===== config.mk =====
export PLATFORM = sky130hd
export DESIGN_NAME = sfw_core
export DESIGN_NICKNAME = d
export VERILOG_FILES = /design/src/core/sfw_pkg.sv /design/src/core/sfw_core.sv /design/src/core/sfw_occupancy.sv /design/src/core/sfw_word_ctr.sv
export VERILOG_INCLUDE_DIRS = /design/src /design/src/core
export SDC_FILE = /design/constraint.sdc
export NUM_CORES = 1
export LEC_CHECK = 0
export ABC_AREA = 1
export BUFFER_PORTS_ARGS = -buffer_cell sky130_fd_sc_hd__buf_2
export CAP_MARGIN = 0
export CORE_AREA = 4 4 141 116
export CTS_CLUSTER_DIAMETER = 100
export DETAILED_ROUTE_END_ITERATION = 12
export DIE_AREA = 0 0 145 120
export PLACE_DENSITY = 0.76
export REMOVE_ABC_BUFFERS = 1
export SYNTH_ARGS = -nofsm -noshare
export SYNTH_HDL_FRONTEND = slang
export SYNTH_SLANG_ARGS = --single-unit

===== constraint.sdc =====
create_clock -name core_clk -period 4.3 [get_ports core_clk]
set_input_delay 0 -clock core_clk [delete_from_list [all_inputs] [get_ports core_clk]]
set_output_delay 0 -clock core_clk [all_outputs]
set_load 0.01 [all_outputs]

===== src/core/sfw_regs.svh =====
// register map, field positions and fixed figures of the framing unit
// assumes 32-bit AHB-Lite access, one register per aligned word
`ifndef SFW_REGS_SVH
`define SFW_REGS_SVH

// ----------------------------------------------------------------
// register offsets (byte addresses)
// ----------------------------------------------------------------
`define SFW_OFS_CORE    8'h00
`define SFW_OFS_FRAME   8'h04
`define SFW_OFS_WLEN    8'h08
`define SFW_OFS_STAT    8'h0C
`define SFW_OFS_COUNT   8'h10
`define SFW_OFS_DATA    8'h14

// ----------------------------------------------------------------
// core control fields
// ----------------------------------------------------------------
`define SFW_CC_ON       0
`define SFW_CC_MASTER   1
`define SFW_CC_ENH      2
`define SFW_CC_SMP      3
`define SFW_CC_MODE     5:4
`define SFW_CC_RST      6'h00

// ----------------------------------------------------------------
// frame control fields
// ----------------------------------------------------------------
`define SFW_FC_AUD      15
`define SFW_FC_ROVNC    13
`define SFW_FC_TURNC    12
`define SFW_FC_URDT     10
`define SFW_FC_FMT      9:8
`define SFW_FC_FRM      7
`define SFW_FC_DIR      6
`define SFW_FC_POL      5
`define SFW_FC_ASS      4
`define SFW_FC_PW       3
`define SFW_FC_CNT      2:0
`define SFW_FC_LOCK     16'h0B00
`define SFW_FC_LOCKAUD  16'h8000
`define SFW_FC_RST      16'h0000
`define SFW_FMT_PCM     2'b11
`define SFW_CNT_MAX     3'b101

// ----------------------------------------------------------------
// word length, status and depth figures
// ----------------------------------------------------------------
`define SFW_WLEN_RST    5'h00
`define SFW_ST_FERR     12
`define SFW_ST_ROV      6
`define SFW_BITS_W32    6'h20
`define SFW_BITS_W16    6'h10
`define SFW_BITS_W8     6'h08
`define SFW_DEPTH_W32   6'h08
`define SFW_DEPTH_W16   6'h10
`define SFW_DEPTH_W8    6'h20
`define SFW_AUD_WORDS   6'h02

`endif


===== src/core/sfw_pkg.sv =====
// types and shared decoders of the framing unit
// assumes sfw_regs.svh on the include path
`include "sfw_regs.svh"

package sfw_pkg;

    // ------------------------------------------------------------
    // bus carriers
    // ------------------------------------------------------------
    typedef struct packed {
        logic        hsel;
        logic [31:0] haddr;
        logic [1:0]  htrans;
        logic        hwrite;
        logic [2:0]  hsize;
        logic        hready;
        logic [31:0] hwdata;
    } sfw_ahb_req_t;

    typedef struct packed {
        logic        hreadyout;
        logic        hresp;
        logic [31:0] hrdata;
    } sfw_ahb_rsp_t;

    // ------------------------------------------------------------
    // engine state and register image
    // ------------------------------------------------------------
    typedef enum logic [1:0] {
        SFW_IDLE  = 2'b00,
        SFW_SHIFT = 2'b01,
        SFW_HALT  = 2'b10
    } sfw_state_t;

    typedef struct packed {
        sfw_state_t  st;
        logic [5:0]  cc;
        logic [15:0] fc;
        logic [4:0]  wlen;
        logic        ferr;
        logic        rov;
        logic        tur;
        logic        shf_full;
        logic        sync_prev;
        logic        a_val;
        logic        a_wr;
        logic [7:0]  a_ofs;
        logic [31:0] rdata;
        logic        buf_wr;
        logic [31:0] wdata;
        logic        buf_rd;
        logic        tx_load;
        logic        tx_pat;
        logic        rx_store;
        logic        pin_o;
        logic        pin_oe;
    } sfw_core_t;

    // bits per serial word from fine and coarse length fields
    function automatic logic [5:0] sfw_word_bits(input logic [4:0] wlen,
                                                 input logic [1:0] mode,
                                                 input logic       audio);
        if (wlen != 5'h00 && !audio)
            return 6'({1'b0, wlen} + 6'h01);
        else if (mode[1])
            return `SFW_BITS_W32;
        else if (mode[0])
            return `SFW_BITS_W16;
        else
            return `SFW_BITS_W8;
    endfunction

    // queue depth follows the coarse mode only
    function automatic logic [5:0] sfw_depth(input logic [1:0] mode);
        if (mode[1])
            return `SFW_DEPTH_W32;
        else if (mode[0])
            return `SFW_DEPTH_W16;
        else
            return `SFW_DEPTH_W8;
    endfunction

endpackage


===== src/core/sfw_core.sv =====
// framing, word length and status block of the serial unit
// assumes an outside bit clock tick, shifters and data buffers;
// this block decides when words move and what the flags show
`timescale 1ns/100ps

//
// Operation
// - sync direction bit: 1 input, 0 output
// - polarity bit sets sync and select level
// - master auto select drives pin during transfer
// - pulse width: whole word or one bit
// - words per sync: 1,2,4,8,16,32
// - audio forces framing, direction, two words, mid-sample
// - audio fields writable only while module off
// - underrun source used only if underrun noncritical
// - non-PCM audio forces word-wide sync pulse
// - nonzero length code n gives n+1 bits
// - zero length code uses coarse mode
// - fine length ignored while audio enabled
// - fine length never changes queue depth
// - frame error sticks until software clears
// - busy reads one during any transfer
// - underrun flag, cleared by disable, live if noncritical
// - shifter empty when buffer and shifter empty
// - overflow set when word lands on full buffer
// - standard mode receive full/empty follow store, read
// - standard mode transmit full/empty follow write, load
// - enhanced flags follow counts zero and full
// - six-bit receive and transmit entry counts
// - upper count bits exist by queue depth
// - enhanced bit selects queue, else single entry
module sfw_core import sfw_pkg::*; (
    // clock and reset
    input  wire logic        core_clk,
    input  wire logic        rst,
    // register bus
    input  wire sfw_ahb_req_t ahb_req,
    output sfw_ahb_rsp_t     ahb_rsp,
    // serial timing
    input  wire logic        bit_tick,
    output logic [5:0]       word_bits,
    output logic             sample_at_end,
    // sync / slave select pin
    input  wire logic        slave_select_pin_i,
    output logic             slave_select_pin_o,
    output logic             slave_select_pin_oe,
    // shifter handshakes
    output logic             tx_load,
    output logic             tx_from_underrun,
    output logic             underrun_pattern_sel,
    output logic             rx_store,
    // data buffer side
    output logic             buf_wr,
    output logic [31:0]      buf_wdata,
    output logic             buf_rd,
    input  wire logic [31:0] buf_rdata
);

    sfw_core_t  q;
    sfw_core_t  d;

    // ------------------------------------------------------------
    // effective configuration
    // ------------------------------------------------------------
    logic       on;
    logic       master;
    logic       aud;
    logic       fr;
    logic       dir_in;
    logic       pol;
    logic       pw_word;
    logic       turnc;
    logic       rovnc;
    logic [5:0] gwords;
    logic [5:0] depth;
    logic [15:0] lockm;

    assign on     = q.cc[`SFW_CC_ON];
    assign master = q.cc[`SFW_CC_MASTER];
    assign aud    = q.fc[`SFW_FC_AUD];
    assign pol    = q.fc[`SFW_FC_POL];
    assign turnc  = q.fc[`SFW_FC_TURNC];
    assign rovnc  = q.fc[`SFW_FC_ROVNC];

    // audio overrides framing, direction and group size
    assign fr     = q.fc[`SFW_FC_FRM] | aud;
    assign dir_in = aud ? ~master : q.fc[`SFW_FC_DIR];
    assign gwords = aud ? `SFW_AUD_WORDS :
                    (q.fc[`SFW_FC_CNT] <= `SFW_CNT_MAX) ?
                    6'(6'h01 << q.fc[`SFW_FC_CNT]) :
                    6'h01;

    // in audio mode only PCM honours the one-bit pulse width
    assign pw_word = q.fc[`SFW_FC_PW] |
                     (aud & (q.fc[`SFW_FC_FMT] != `SFW_FMT_PCM));

    // length from fine field unless zero or audio
    assign word_bits = sfw_word_bits(q.wlen, q.cc[`SFW_CC_MODE],
                                     aud);

    // depth keyed to coarse mode only
    assign depth = sfw_depth(q.cc[`SFW_CC_MODE]);

    // slave always samples mid-bit, audio too
    assign sample_at_end = master & ~aud & q.cc[`SFW_CC_SMP];

    // underrun pattern only meaningful when underrun is soft
    assign underrun_pattern_sel = q.fc[`SFW_FC_URDT] & turnc;

    // audio fields frozen while running
    assign lockm = on ? (`SFW_FC_LOCK | `SFW_FC_LOCKAUD) :
                        16'h0000;

    // ------------------------------------------------------------
    // pin level and bus decode
    // ------------------------------------------------------------
    logic        sel_act;
    logic        sync_rise;
    logic        acc;
    logic        wr_data;
    logic        rd_data;
    logic [31:0] wd;

    // same pin carries sync or select, level per polarity
    assign sel_act   = slave_select_pin_i ^ ~pol;
    assign sync_rise = bit_tick & sel_act & ~q.sync_prev;

    assign acc     = ahb_req.hsel & ahb_req.htrans[1] & ahb_req.hready;
    assign wd      = ahb_req.hwdata;
    assign wr_data = q.a_val & q.a_wr & (q.a_ofs == `SFW_OFS_DATA);
    assign rd_data = acc & ~ahb_req.hwrite &
                     (ahb_req.haddr[7:0] == `SFW_OFS_DATA);

    // ------------------------------------------------------------
    // buffer occupancy and status words
    // ------------------------------------------------------------
    logic       tx_empty;
    logic       tx_full;
    logic       rx_empty;
    logic       rx_full;
    logic       rx_inc;
    logic       hard_stop;
    logic       act_o;
    logic       nxt_needed;
    logic       restart;
    logic [5:0] tx_cnt;
    logic [5:0] rx_cnt;
    logic [5:0] bit_idx;
    logic [5:0] word_idx;
    logic       last_bit;
    logic       last_word;
    logic [15:0] stat_lo;
    logic [15:0] stat_hi;

    sfw_occupancy u_tx_occ (
        .core_clk (core_clk),
        .rst      (rst),
        .clr      (~on),
        .enh      (q.cc[`SFW_CC_ENH]),
        .depth    (depth),
        .push     (wr_data),
        .pop      (d.tx_load),
        .count    (tx_cnt),
        .empty    (tx_empty),
        .full     (tx_full)
    );

    sfw_occupancy u_rx_occ (
        .core_clk (core_clk),
        .rst      (rst),
        .clr      (~on),
        .enh      (q.cc[`SFW_CC_ENH]),
        .depth    (depth),
        .push     (rx_inc),
        .pop      (rd_data),
        .count    (rx_cnt),
        .empty    (rx_empty),
        .full     (rx_full)
    );

    sfw_word_ctr u_pos (
        .core_clk  (core_clk),
        .rst       (rst),
        .restart   (restart),
        .tick      (bit_tick),
        .wbits     (word_bits),
        .gwords    (gwords),
        .bit_idx   (bit_idx),
        .word_idx  (word_idx),
        .last_bit  (last_bit),
        .last_word (last_word)
    );

    // status image; busy and shifter-empty are live
    assign stat_lo = {3'b000, q.ferr,
                      q.st != SFW_IDLE,
                      2'b00, q.tur,
                      tx_empty & ~q.shf_full,
                      q.rov, rx_empty, 1'b0, tx_empty, 1'b0,
                      tx_full, rx_full};
    assign stat_hi = {2'b00, rx_cnt, 2'b00, tx_cnt};

    // sync pulse: first bit, or the whole first word of a group
    assign act_o = (q.st == SFW_SHIFT) && (word_idx == 6'h00) &&
                   (pw_word || bit_idx == 6'h00);

    // ------------------------------------------------------------
    // next state
    // ------------------------------------------------------------
    always_comb begin
        d = q;
        d.tx_load  = 1'b0;
        d.tx_pat   = 1'b0;
        d.rx_store = 1'b0;
        d.buf_wr   = 1'b0;
        d.buf_rd   = rd_data & ~rx_empty;
        restart    = 1'b0;
        rx_inc     = 1'b0;
        hard_stop  = 1'b0;
        nxt_needed = 1'b0;

        // address phase; read data registered for the data phase
        d.a_val = acc;
        d.a_wr  = ahb_req.hwrite;
        d.a_ofs = ahb_req.haddr[7:0];
        if (acc && !ahb_req.hwrite) begin
            case (ahb_req.haddr[7:0])
                `SFW_OFS_CORE:  d.rdata = {26'h0, q.cc};
                `SFW_OFS_FRAME: d.rdata = {16'h0, q.fc};
                `SFW_OFS_WLEN:  d.rdata = {27'h0, q.wlen};
                `SFW_OFS_STAT:  d.rdata = {16'h0, stat_lo};
                `SFW_OFS_COUNT: d.rdata = {16'h0, stat_hi};
                `SFW_OFS_DATA:  d.rdata = buf_rdata;
                default:        d.rdata = 32'h0;
            endcase
        end

        // write data phase; clears come first so sets win below
        if (q.a_val && q.a_wr) begin
            case (q.a_ofs)
                `SFW_OFS_CORE:  d.cc = wd[5:0];
                `SFW_OFS_FRAME: d.fc = (q.fc & lockm) |
                                       (wd[15:0] & ~lockm);
                `SFW_OFS_WLEN:  d.wlen = wd[4:0];
                `SFW_OFS_STAT: begin
                    if (wd[`SFW_ST_FERR])
                        d.ferr = 1'b0;
                    if (wd[`SFW_ST_ROV])
                        d.rov = 1'b0;
                end
                `SFW_OFS_DATA: begin
                    // a write to a full buffer is dropped
                    if (!tx_full) begin
                        d.buf_wr = 1'b1;
                        d.wdata  = wd;
                    end
                end
                default: ;
            endcase
        end

        // sample the pin level once per serial bit
        if (bit_tick)
            d.sync_prev = sel_act;

        // transfer engine
        unique case (q.st)
            SFW_IDLE: begin
                restart = 1'b1;
                if (master ? !tx_empty :
                    bit_tick && (fr ? (dir_in ? sel_act : !tx_empty)
                                    : sel_act)) begin
                    d.st       = SFW_SHIFT;
                    d.shf_full = 1'b1;
                    if (!tx_empty)
                        d.tx_load = 1'b1;
                    else begin
                        d.tur    = 1'b1;
                        d.tx_pat = 1'b1;
                        hard_stop = !turnc;
                    end
                end
            end
            SFW_SHIFT: begin
                // a sync edge may only precede a new group
                if (fr && dir_in && sync_rise &&
                    !(last_bit && last_word))
                    d.ferr = 1'b1;
                if (bit_tick && last_bit) begin
                    d.rx_store = 1'b1;
                    if (rx_full) begin
                        d.rov     = 1'b1;
                        hard_stop = !rovnc;
                    end else
                        rx_inc = 1'b1;
                    // does the partner expect another word now
                    nxt_needed = fr ? (!last_word || (dir_in && sync_rise))
                                    : (!master && sel_act);
                    if (!tx_empty && (master || nxt_needed)) begin
                        d.tx_load = 1'b1;
                        if (turnc)
                            d.tur = 1'b0;
                    end else if (nxt_needed) begin
                        d.tur     = 1'b1;
                        d.tx_pat  = 1'b1;
                        hard_stop = hard_stop | !turnc;
                    end else begin
                        d.st       = SFW_IDLE;
                        d.shf_full = 1'b0;
                    end
                end
            end
            SFW_HALT: ;
            default: d.st = SFW_IDLE;
        endcase

        // critical error stops all traffic until disable
        if (hard_stop)
            d.st = SFW_HALT;

        // pin drive: sync when framed, auto select otherwise
        d.pin_oe = on && (fr ? !dir_in
                             : master && q.fc[`SFW_FC_ASS]);
        d.pin_o  = (fr ? act_o : q.st != SFW_IDLE) ^ ~pol;

        // disable resets the engine and every status flag
        if (!on) begin
            d.st        = SFW_IDLE;
            d.ferr      = 1'b0;
            d.rov       = 1'b0;
            d.tur       = 1'b0;
            d.shf_full  = 1'b0;
            d.sync_prev = 1'b0;
            d.tx_load   = 1'b0;
            d.tx_pat    = 1'b0;
            d.rx_store  = 1'b0;
            hard_stop   = 1'b0;
        end
    end

    // ------------------------------------------------------------
    // state register
    // ------------------------------------------------------------
    always_ff @(posedge core_clk) begin
        if (rst) begin
            q      <= '0;
            q.cc   <= `SFW_CC_RST;
            q.fc   <= `SFW_FC_RST;
            q.wlen <= `SFW_WLEN_RST;
        end else
            q <= d;
    end

    // ------------------------------------------------------------
    // outputs
    // ------------------------------------------------------------
    // zero wait states, always OKAY
    assign ahb_rsp.hreadyout = 1'b1;
    assign ahb_rsp.hresp     = 1'b0;
    assign ahb_rsp.hrdata    = q.rdata;

    assign slave_select_pin_o  = q.pin_o;
    assign slave_select_pin_oe = q.pin_oe;
    assign tx_load             = q.tx_load;
    assign tx_from_underrun    = q.tx_pat;
    assign rx_store            = q.rx_store;
    assign buf_wr              = q.buf_wr;
    assign buf_wdata           = q.wdata;
    assign buf_rd              = q.buf_rd;

endmodule


===== src/core/sfw_occupancy.sv =====
// occupancy counter and empty/full flags of one buffer direction
// assumes push and pop are one-cycle pulses in the core clock domain
`timescale 1ns/100ps

module sfw_occupancy import sfw_pkg::*; (
    // clock and reset
    input  wire logic       core_clk,
    input  wire logic       rst,
    // configuration
    input  wire logic       clr,
    input  wire logic       enh,
    input  wire logic [5:0] depth,
    // events
    input  wire logic       push,
    input  wire logic       pop,
    // status
    output logic [5:0]      count,
    output logic            empty,
    output logic            full
);

    typedef struct packed {
        logic [5:0] cnt;
    } sfw_occ_t;

    sfw_occ_t   q;
    sfw_occ_t   d;
    logic [5:0] lim;
    logic       up;
    logic       dn;

    // standard mode is a single holding entry
    assign lim   = enh ? depth : 6'h01;
    assign empty = q.cnt == 6'h00;
    assign full  = q.cnt == lim;
    assign up    = push & ~full;
    assign dn    = pop & ~empty;

    // low count bits always exist
    assign count[2:0] = q.cnt[2:0];

    // upper bits only exist for deep enough queues
    for (genvar i = 3; i < 6; i++) begin : g_bit
        assign count[i] = q.cnt[i] & (depth >= (6'h01 << i));
    end

    // push fills, pop drains; together they cancel unless the count is empty or full
    always_comb begin
        d = q;
        if (clr)
            d.cnt = 6'h00;
        else if (up && !dn)
            d.cnt = q.cnt + 6'h01;
        else if (dn && !up)
            d.cnt = q.cnt - 6'h01;
    end

    always_ff @(posedge core_clk) begin
        if (rst)
            q <= '0;
        else
            q <= d;
    end

endmodule


===== src/core/sfw_word_ctr.sv =====
// bit and word position inside a sync group
// assumes tick is a one-cycle pulse per serial bit
`timescale 1ns/100ps

module sfw_word_ctr import sfw_pkg::*; (
    // clock and reset
    input  wire logic       core_clk,
    input  wire logic       rst,
    // control
    input  wire logic       restart,
    input  wire logic       tick,
    input  wire logic [5:0] wbits,
    input  wire logic [5:0] gwords,
    // position
    output logic [5:0]      bit_idx,
    output logic [5:0]      word_idx,
    output logic            last_bit,
    output logic            last_word
);

    typedef struct packed {
        logic [5:0] bit_n;
        logic [5:0] word_n;
    } sfw_wc_t;

    sfw_wc_t q;
    sfw_wc_t d;

    assign bit_idx   = q.bit_n;
    assign word_idx  = q.word_n;
    assign last_bit  = q.bit_n == wbits - 6'h01;
    assign last_word = q.word_n == gwords - 6'h01;

    // word index wraps at the end of each group
    always_comb begin
        d = q;
        if (restart)
            d = '0;
        else if (tick) begin
            if (last_bit) begin
                d.bit_n  = 6'h00;
                d.word_n = last_word ? 6'h00 : q.word_n + 6'h01;
            end else
                d.bit_n = q.bit_n + 6'h01;
        end
    end

    always_ff @(posedge core_clk) begin
        if (rst)
            q <= '0;
        else
            q <= d;
    end

endmodule


# Word-level counts from Yosys, hierarchy flattened
# Index checks and enable logic that the tools add are counted.
word_totals:
  register_bits: 139
  in_bits: 108
  output_inout_bits: 81
  elab_cells: 246
op_classes:
  addsub: 9
  order_cmp: 4
  n_eq_ne: 28
  shifts: 1
  mux: 69
  bitwise: 47
  reduce_logical: 62
op_table:
  columns: ["cell", "n"]
  rows:
  - ["$pmux 32 s6", 1]
  - ["$mux 6", 13]
  - ["$mux 1", 35]
  - ["$mux 33", 1]
  - ["$and 16x16->16", 2]
  - ["$eq 8x4->1 const B", 4]
  - ["$add 6x1->6 const B", 4]
  - ["$eq 6x6->1", 4]
  - ["$eq 8x5->1 const B", 3]
  - ["$logic_not 6->1", 4]
  - ["$sub 6x1->6 const B", 4]
  - ["$and 1x1->1", 23]
  - ["$logic_and 1x1->1", 20]
  - ["$mux 2", 10]
  - ["$eq 8x3->1 const B", 2]
  - ["$logic_not 8->1", 2]
  - ["$mux 16", 1]
  - ["$not 16->16", 1]
  - ["$or 16x16->16", 1]
  - ["$not 1->1", 15]
  - ["$reduce_and 5->1", 3]
  - ["$logic_not 1->1", 13]
  - ["$ne 2x2->1 const B", 6]
  - ["$mux 3", 3]
  - ["27 further kinds", 45]

# Longest topological paths before layout
depth:
  depth_word: 18
  ltp_mapped: 32

# Cells and area by module
# A second synthesis with hierarchy kept.
hier_totals:
  cells_unflattened: 1122
  hier_area_um2: 7862.5
modules_own_cells:
  columns: ["mod", "n_inst", "cells_per_inst", "area_per_inst_um2", "seq_area_each_um2"]
  rows:
  - ["sfw_core", 1, 758, 5574.1, 2302.2]
  - ["sfw_occupancy", 2, 99, 625.6, 120.1]
  - ["sfw_word_ctr", 1, 166, 1037.2, 240.2]

# Worst setup path after synthesis
# No wires, ideal clock.
synth_timing:
  path_kind: "register to register"
  startpoint: "register q[86] (netlist name)"
  endpoint: "register u_tx_occ.q[5] (netlist name)"
  t_arrival_ns: 3.751
  required_ns: 4.181
  slack_ns: 0.430
  stages_incl_launch_ff: 29
  path_buffers: 1
  synth_period_minus_slack_ns: 3.870
  path_cell_list: "dfxtp_1 -> inv_1 -> ha_1 -> inv_1 -> nor2_2 -> nand2_4 -> nand3_1 -> ha_1 -> xnor2_1 -> a21oi_1 -> nand3_1 -> nor2_2 -> nand3_2 -> buf_6 -> o21ai_2 -> nand2_2 -> ha_1 -> inv_1 -> ha_1 -> a21oi_1 -> inv_1 -> a31oi_1 -> o21bai_1 -> a21oi_1 -> nor2_1 -> nor2_1 -> nand2_1 -> o21ai_0 -> a21oi_1"
synth_via:
  elab_chain_cells: 13
  elab_cells_between_ends: 16
  classes_between: "2 x add/sub; 1 x eq/ne; 5 x mux; 1 x bitwise; 7 x reduce/logical"
synth_lines:
  columns: ["element", "line_no", "text"]
  rows:
  - ["start: declaration", "sfw_core.sv:59", "sfw_core_t q;"]
  - ["parallel branches: the longest is 2 deep, another holds $add 5x1->6", null, null]
  - ["$mux 6 (*)", "sfw_pkg.sv:63", "if (wlen != 5'h00 && !audio)"]
  - ["$sub 6x1->6 (*)", "sfw_word_ctr.sv:31", "assign last_bit = q.bit_n == wbits - 6'h01;"]
  - ["$eq 6x6->1 (*)", "sfw_word_ctr.sv:31", null]
  - ["$logic_and 1x1->1 (*)", "sfw_core.sv:289", "if (bit_tick && last_bit) begin"]
  - ["$mux 3 (*)", "sfw_core.sv:289", null]
  - ["$pmux 2 s2 (*)", "sfw_core.sv:267", "unique case (q.st)"]
  - ["$mux 3 (*)", "sfw_core.sv:327", "if (!on) begin"]
  - ["$and 1x1->1 (*)", "sfw_occupancy.sv:37", "assign dn = pop & ~empty;"]
  - ["$logic_not 1->1", "sfw_occupancy.sv:52", "else if (up && !dn)"]
  - ["$logic_and 1x1->1", "sfw_occupancy.sv:52", null]
  - ["$mux 6 / $reduce_bool 2->1 (equally long branches)", null, null]
  - ["end signal: assignment", "sfw_occupancy.sv:60", "q <= '0;"]
  - ["end signal: assignment", "sfw_occupancy.sv:62", "q <= d;"]
  - ["end: declaration", "sfw_occupancy.sv:26", "sfw_occ_t q;"]
# Mark *: on every way between the ends.
# A chain may end at the register's enable or synchronous reset.

# Worst setup path after layout
layout_timing:
  startpoint: "register q[93] (netlist name)"
  endpoint: "register u_tx_occ.q[5] (netlist name)"
layout_via:
  elab_chain_cells: 18
  elab_cells_between_ends: 21
  classes_between: "1 x add/sub; 1 x order compare; 1 x eq/ne; 1 x shift; 8 x mux; 1 x bitwise; 8 x reduce/logical"
layout_lines:
  columns: ["element", "line_no", "text"]
  rows:
  - ["$le 3x3->1 (no source line) / $shl 1x3->6 (equally long branches)", null, null]
  - ["$mux 6 (*)", "sfw_core.sv:89", "(q.fc[`SFW_FC_CNT] <= `SFW_CNT_MAX) ?"]
  - ["$mux 6 (*)", "sfw_core.sv:88", "assign gwords = aud ? `SFW_AUD_WORDS :"]
  - ["$sub 6x1->6 (*)", "sfw_word_ctr.sv:32", "assign last_word = q.word_n == gwords - 6'h01;"]
  - ["$eq 6x6->1 (*)", "sfw_word_ctr.sv:32", null]
  - ["$logic_not 1->1 (*)", "sfw_core.sv:297", "nxt_needed = fr ? (!last_word || (dir_in && sync_rise))"]
  - ["$logic_or 1x1->1 (*)", "sfw_core.sv:297", null]
  - ["$mux 1 (*)", "sfw_core.sv:297", null]
  - ["[... 2 more ...]", null, null]
  - ["$mux 1 (*)", "sfw_core.sv:299", "if (!tx_empty && (master || nxt_needed)) begin"]
  - ["$mux 3 (*)", "sfw_core.sv:289", null]
  - ["$pmux 2 s2 (*)", "sfw_core.sv:267", null]
  - ["$mux 3 (*)", "sfw_core.sv:327", null]
  - ["$and 1x1->1 (*)", "sfw_occupancy.sv:37", null]
  - ["$logic_not 1->1", "sfw_occupancy.sv:52", null]
  - ["$logic_and 1x1->1", "sfw_occupancy.sv:52", null]
  - ["$mux 6 / $reduce_bool 2->1 (equally long branches)", null, null]
# Every way passes the cells marked *; elsewhere a longest branch is shown, timed or not.

==> reports/metrics.cfg <==
[floorplanning]
initial_core_util_pct = 49.5
die_w_um = 145
placementRows = 40
ios = 189
die-area_um2 = 17400
coreArea_um2 = 14900
die_y_um = 120

[sta]
tns_ns = 0
fin_ws_ns = 0.295
slew_headroom_pct = 33.0
fmax_ghz = 0.250
finalSetupViolCount = 0
period_share_pct = 93.1
layout_min_cycle_time_ns = 4.01
finClkSkew_ns = 0.00847
tightest_slew_ns = 1.01
finalMaxSlewViolations = 0
hold_violations = 0
whs_ns = 0.0384

[clock_network]
numClockSinks = 139
cts.path.max_buffers = 2
cts_tree = built
numCtsBuffers = 17
htree_levels = 4
path_clk_slew_ns = 0.06
insertion_delay_ns = 0.43
root_buffer = clkbuf_16

[synthesis]
ys_seq_elements = 139
synth_compound_area_share_pct = 13.7
synth-simple-area-share_pct = 26.5
synth_area_um2 = 7350
netlist_instances = 1020
synth_commonest_cells = 190 x nand2_1, 151 x nor2_1, 139 x dfxtp_1, 108 x inv_1, 68 x buf_4
synth.top_cells.by_area = dfxtp_1 38%, nand2_1 9.7%, nor2_1 7.7%, buf_4 6.9%, inv_1 5.5%
synth.area.mux_share_pct = 0
synth.distinct_cells = 50
yosysTopAreaCell = dfxtp_1
synth_top_family_by_area = simple AND/OR/NAND/NOR gates
synth_flop_cell = dfxtp_1
synthXorXnorAreaFrac_pct = 3.45
synthArstFlopShare_pct = 0
avgSynthCellArea_um2 = 7.21
yosysMostFrequentCell = nand2_1
synth_top_area_share_pct = 37.8
yosysWarningCount = 0
yosysSeqAreaShare_pct = 37.8
synth_edf_count = 0
synthAdderAreaFrac_pct = 3.61

[worst_setup_path]
cp.arrival_ns = 4.32
crit_required_ns = 4.62
startpoint_type = flop
cp_max_fo = 6
crit_buf_inv = 3
path_class = flop to flop
cp-end-kind = flop
cpLargestDelayFamily = compound AO/OA/AOI/OAI gates
slowest_delay_ns = 0.39
worst_path_max_delay_cell = dfxtp_1

[pwr]
peakVddDrop_uv = 282
power.share.switching_pct = 24.8
comb_power_share_pct = 5.4
seq_power_share_pct = 45.8
power.density_nw_per_um2 = 311
leakage_uw = 0.00408
power.internal_uw = 2130
pwr-share-clk_pct = 48.9
power_switching_uw = 702

[global_routing]
antenna_found_initial = 0
gr-usage-all-layers_pct = 25.3
overflow = 0
grt_max_degree = 95
grt_pass1_wl_um = 35600
grt_pass1_vias = 7056

[detailed_routing]
ant_nets = 0
drc_errors = 0
drtIter0Drc = 716
first_pass_iters = 5
vias = 7324
routed_via_density = 5.31
wirelength_um = 22300
wl_per_cell_um = 16.2

[placed_design]
dp_slack_ns = 0.0135
dp.final_hpwl_um = 14900
dp_cells = 1275
portBuffers = 158
globalplace.congestion = 0.942

[worst_hold_path]
min_path_type = input pin to flop

[layout]
multi_input_area_um2 = 3520
postLayoutCoreUtil_pct = 61.2
stdcell_count = 1380
fill_cells = 1246
layout-drive-gt1-share_pct = 19.7
nets = 1306
area_delta_synth_final_pct = 23.8
num_antenna_cells = 0
seq_area_um2 = 2790

[run_status]
status = complete, no violations

[flow_run]
maxCapViolCount = 0

[cell families (layout without fill, tap and decap cells)]
kind of cell    Yosys count  count (layout)
simple gates            452             452
flops                   139             139
buf+inv                 212             383
xor+xnor                 29              29
other cells               2               2
compound gates          166             166
fa+ha+maj                20              20
[final cells by class]
class / count / share of cell area, %
Inverter: 111 / 4.58
Tap cell: 189 / 2.60
Clock inverter: 15 / 1.44
Timing Repair Buffer: 240 / 17.4
Multi-Input combinational cell: 669 / 38.7
Clock buffer: 17 / 4.67
Sequential cell: 139 / 30.6
[routing by layer]
metal | routed length (um) | GRT usage [%] | share of wire, % | vias to the layer above
met5 | 0 | 0 | 0 | -
met4 | 704 | 9.79 | 3.2 | 0
met3 | 2270 | 8.57 | 10 | 60
met2 | 9640 | 39.4 | 43 | 354
met1 | 9710 | 32.6 | 44 | 3346
li1 | - | - | - | 3564
[path summary, 6_finish.rpt]
check                     from       endpoint  slack (ns)  cells past startpoint
setup / recovery         q[93]  u_tx_occ.q[5]        0.29                     26
setup reg to reg         q[93]  u_tx_occ.q[5]        0.29                     26
hold / removal    buf_rdata[7]     ahb_rsp[7]        0.04                      5
hold reg to reg    ahb_rsp[26]    ahb_rsp[26]        0.46                      2
[registers in the layout, indices dropped and copies added (netlist names), named ones only]
signal	flops
buf_wdata	32
u_tx_occ.q	6
buf_rd	1
pol	1
u_pos.word_idx	6
u_pos.bit_idx	6
u_rx_occ.q	6
tx_load	1
tx_from_underrun	1
buf_wr	1
q	37
slave_select_pin_oe	1
slave_select_pin_o	1
master	1
rx_store	1
on	1
ahb_rsp	32
[cell usage in the layout, fill, tap and decap left out, drive strengths merged, types with 4 or more instances in the layout]
cell type	synthesis	layout
nand2	195	195
buf	80	169
nor2	157	157
dfxtp	139	139
inv	110	118
dlygate4sd3	0	71
a21oi	66	66
nor3	41	41
nand3	39	39
o21ai	35	35
a211oi	34	34
xor2	23	23
ha	18	18
clkbuf	21	17
nand4	12	12
o211ai	8	8
xnor2	6	6
o2111ai	4	4
clkinvlp	0	4
clkinv	1	4
[power groups by stage]
stage	clock (uW)	sequential, uW	combinational, uW
6_report	1380	1300	153
3_5_place_dp	0	1320	98.2
4_1_cts	1400	1300	147
2_1_floorplan	0	1320	28.4
5_1_grt	1460	1300	165
3_3_place_gp	0	1320	98.0
[repair_timing]
item	4_1_cts	5_1_grt
endpoints found under the setup margin	0	2
resized for setup	0	12
hold endpoints to repair	102	0
setup buffers	0	2
hold buffers	71	0
[worst reg2reg max path: cells and delay by family (launching register included)]
kind,cells,cell delay [ns]
AOI/OAI and AO/OA,8,1.09
xor gates and xnor gates,2,0.37
adders and majority gates,3,0.81
buffers and inverters,3,0.32
DFF,1,0.39
and+or+nand+nor,10,0.89
[per-stage QoR]
step	cell area [um^2]	power, uW
floorplan	6680	1350
global placement	7780	1420
detailed placement	7780	1420
CTS	9050	2840
global route	9100	2920
finish	9100	2830
Note: power is estimated with default switching activity, not from simulation.
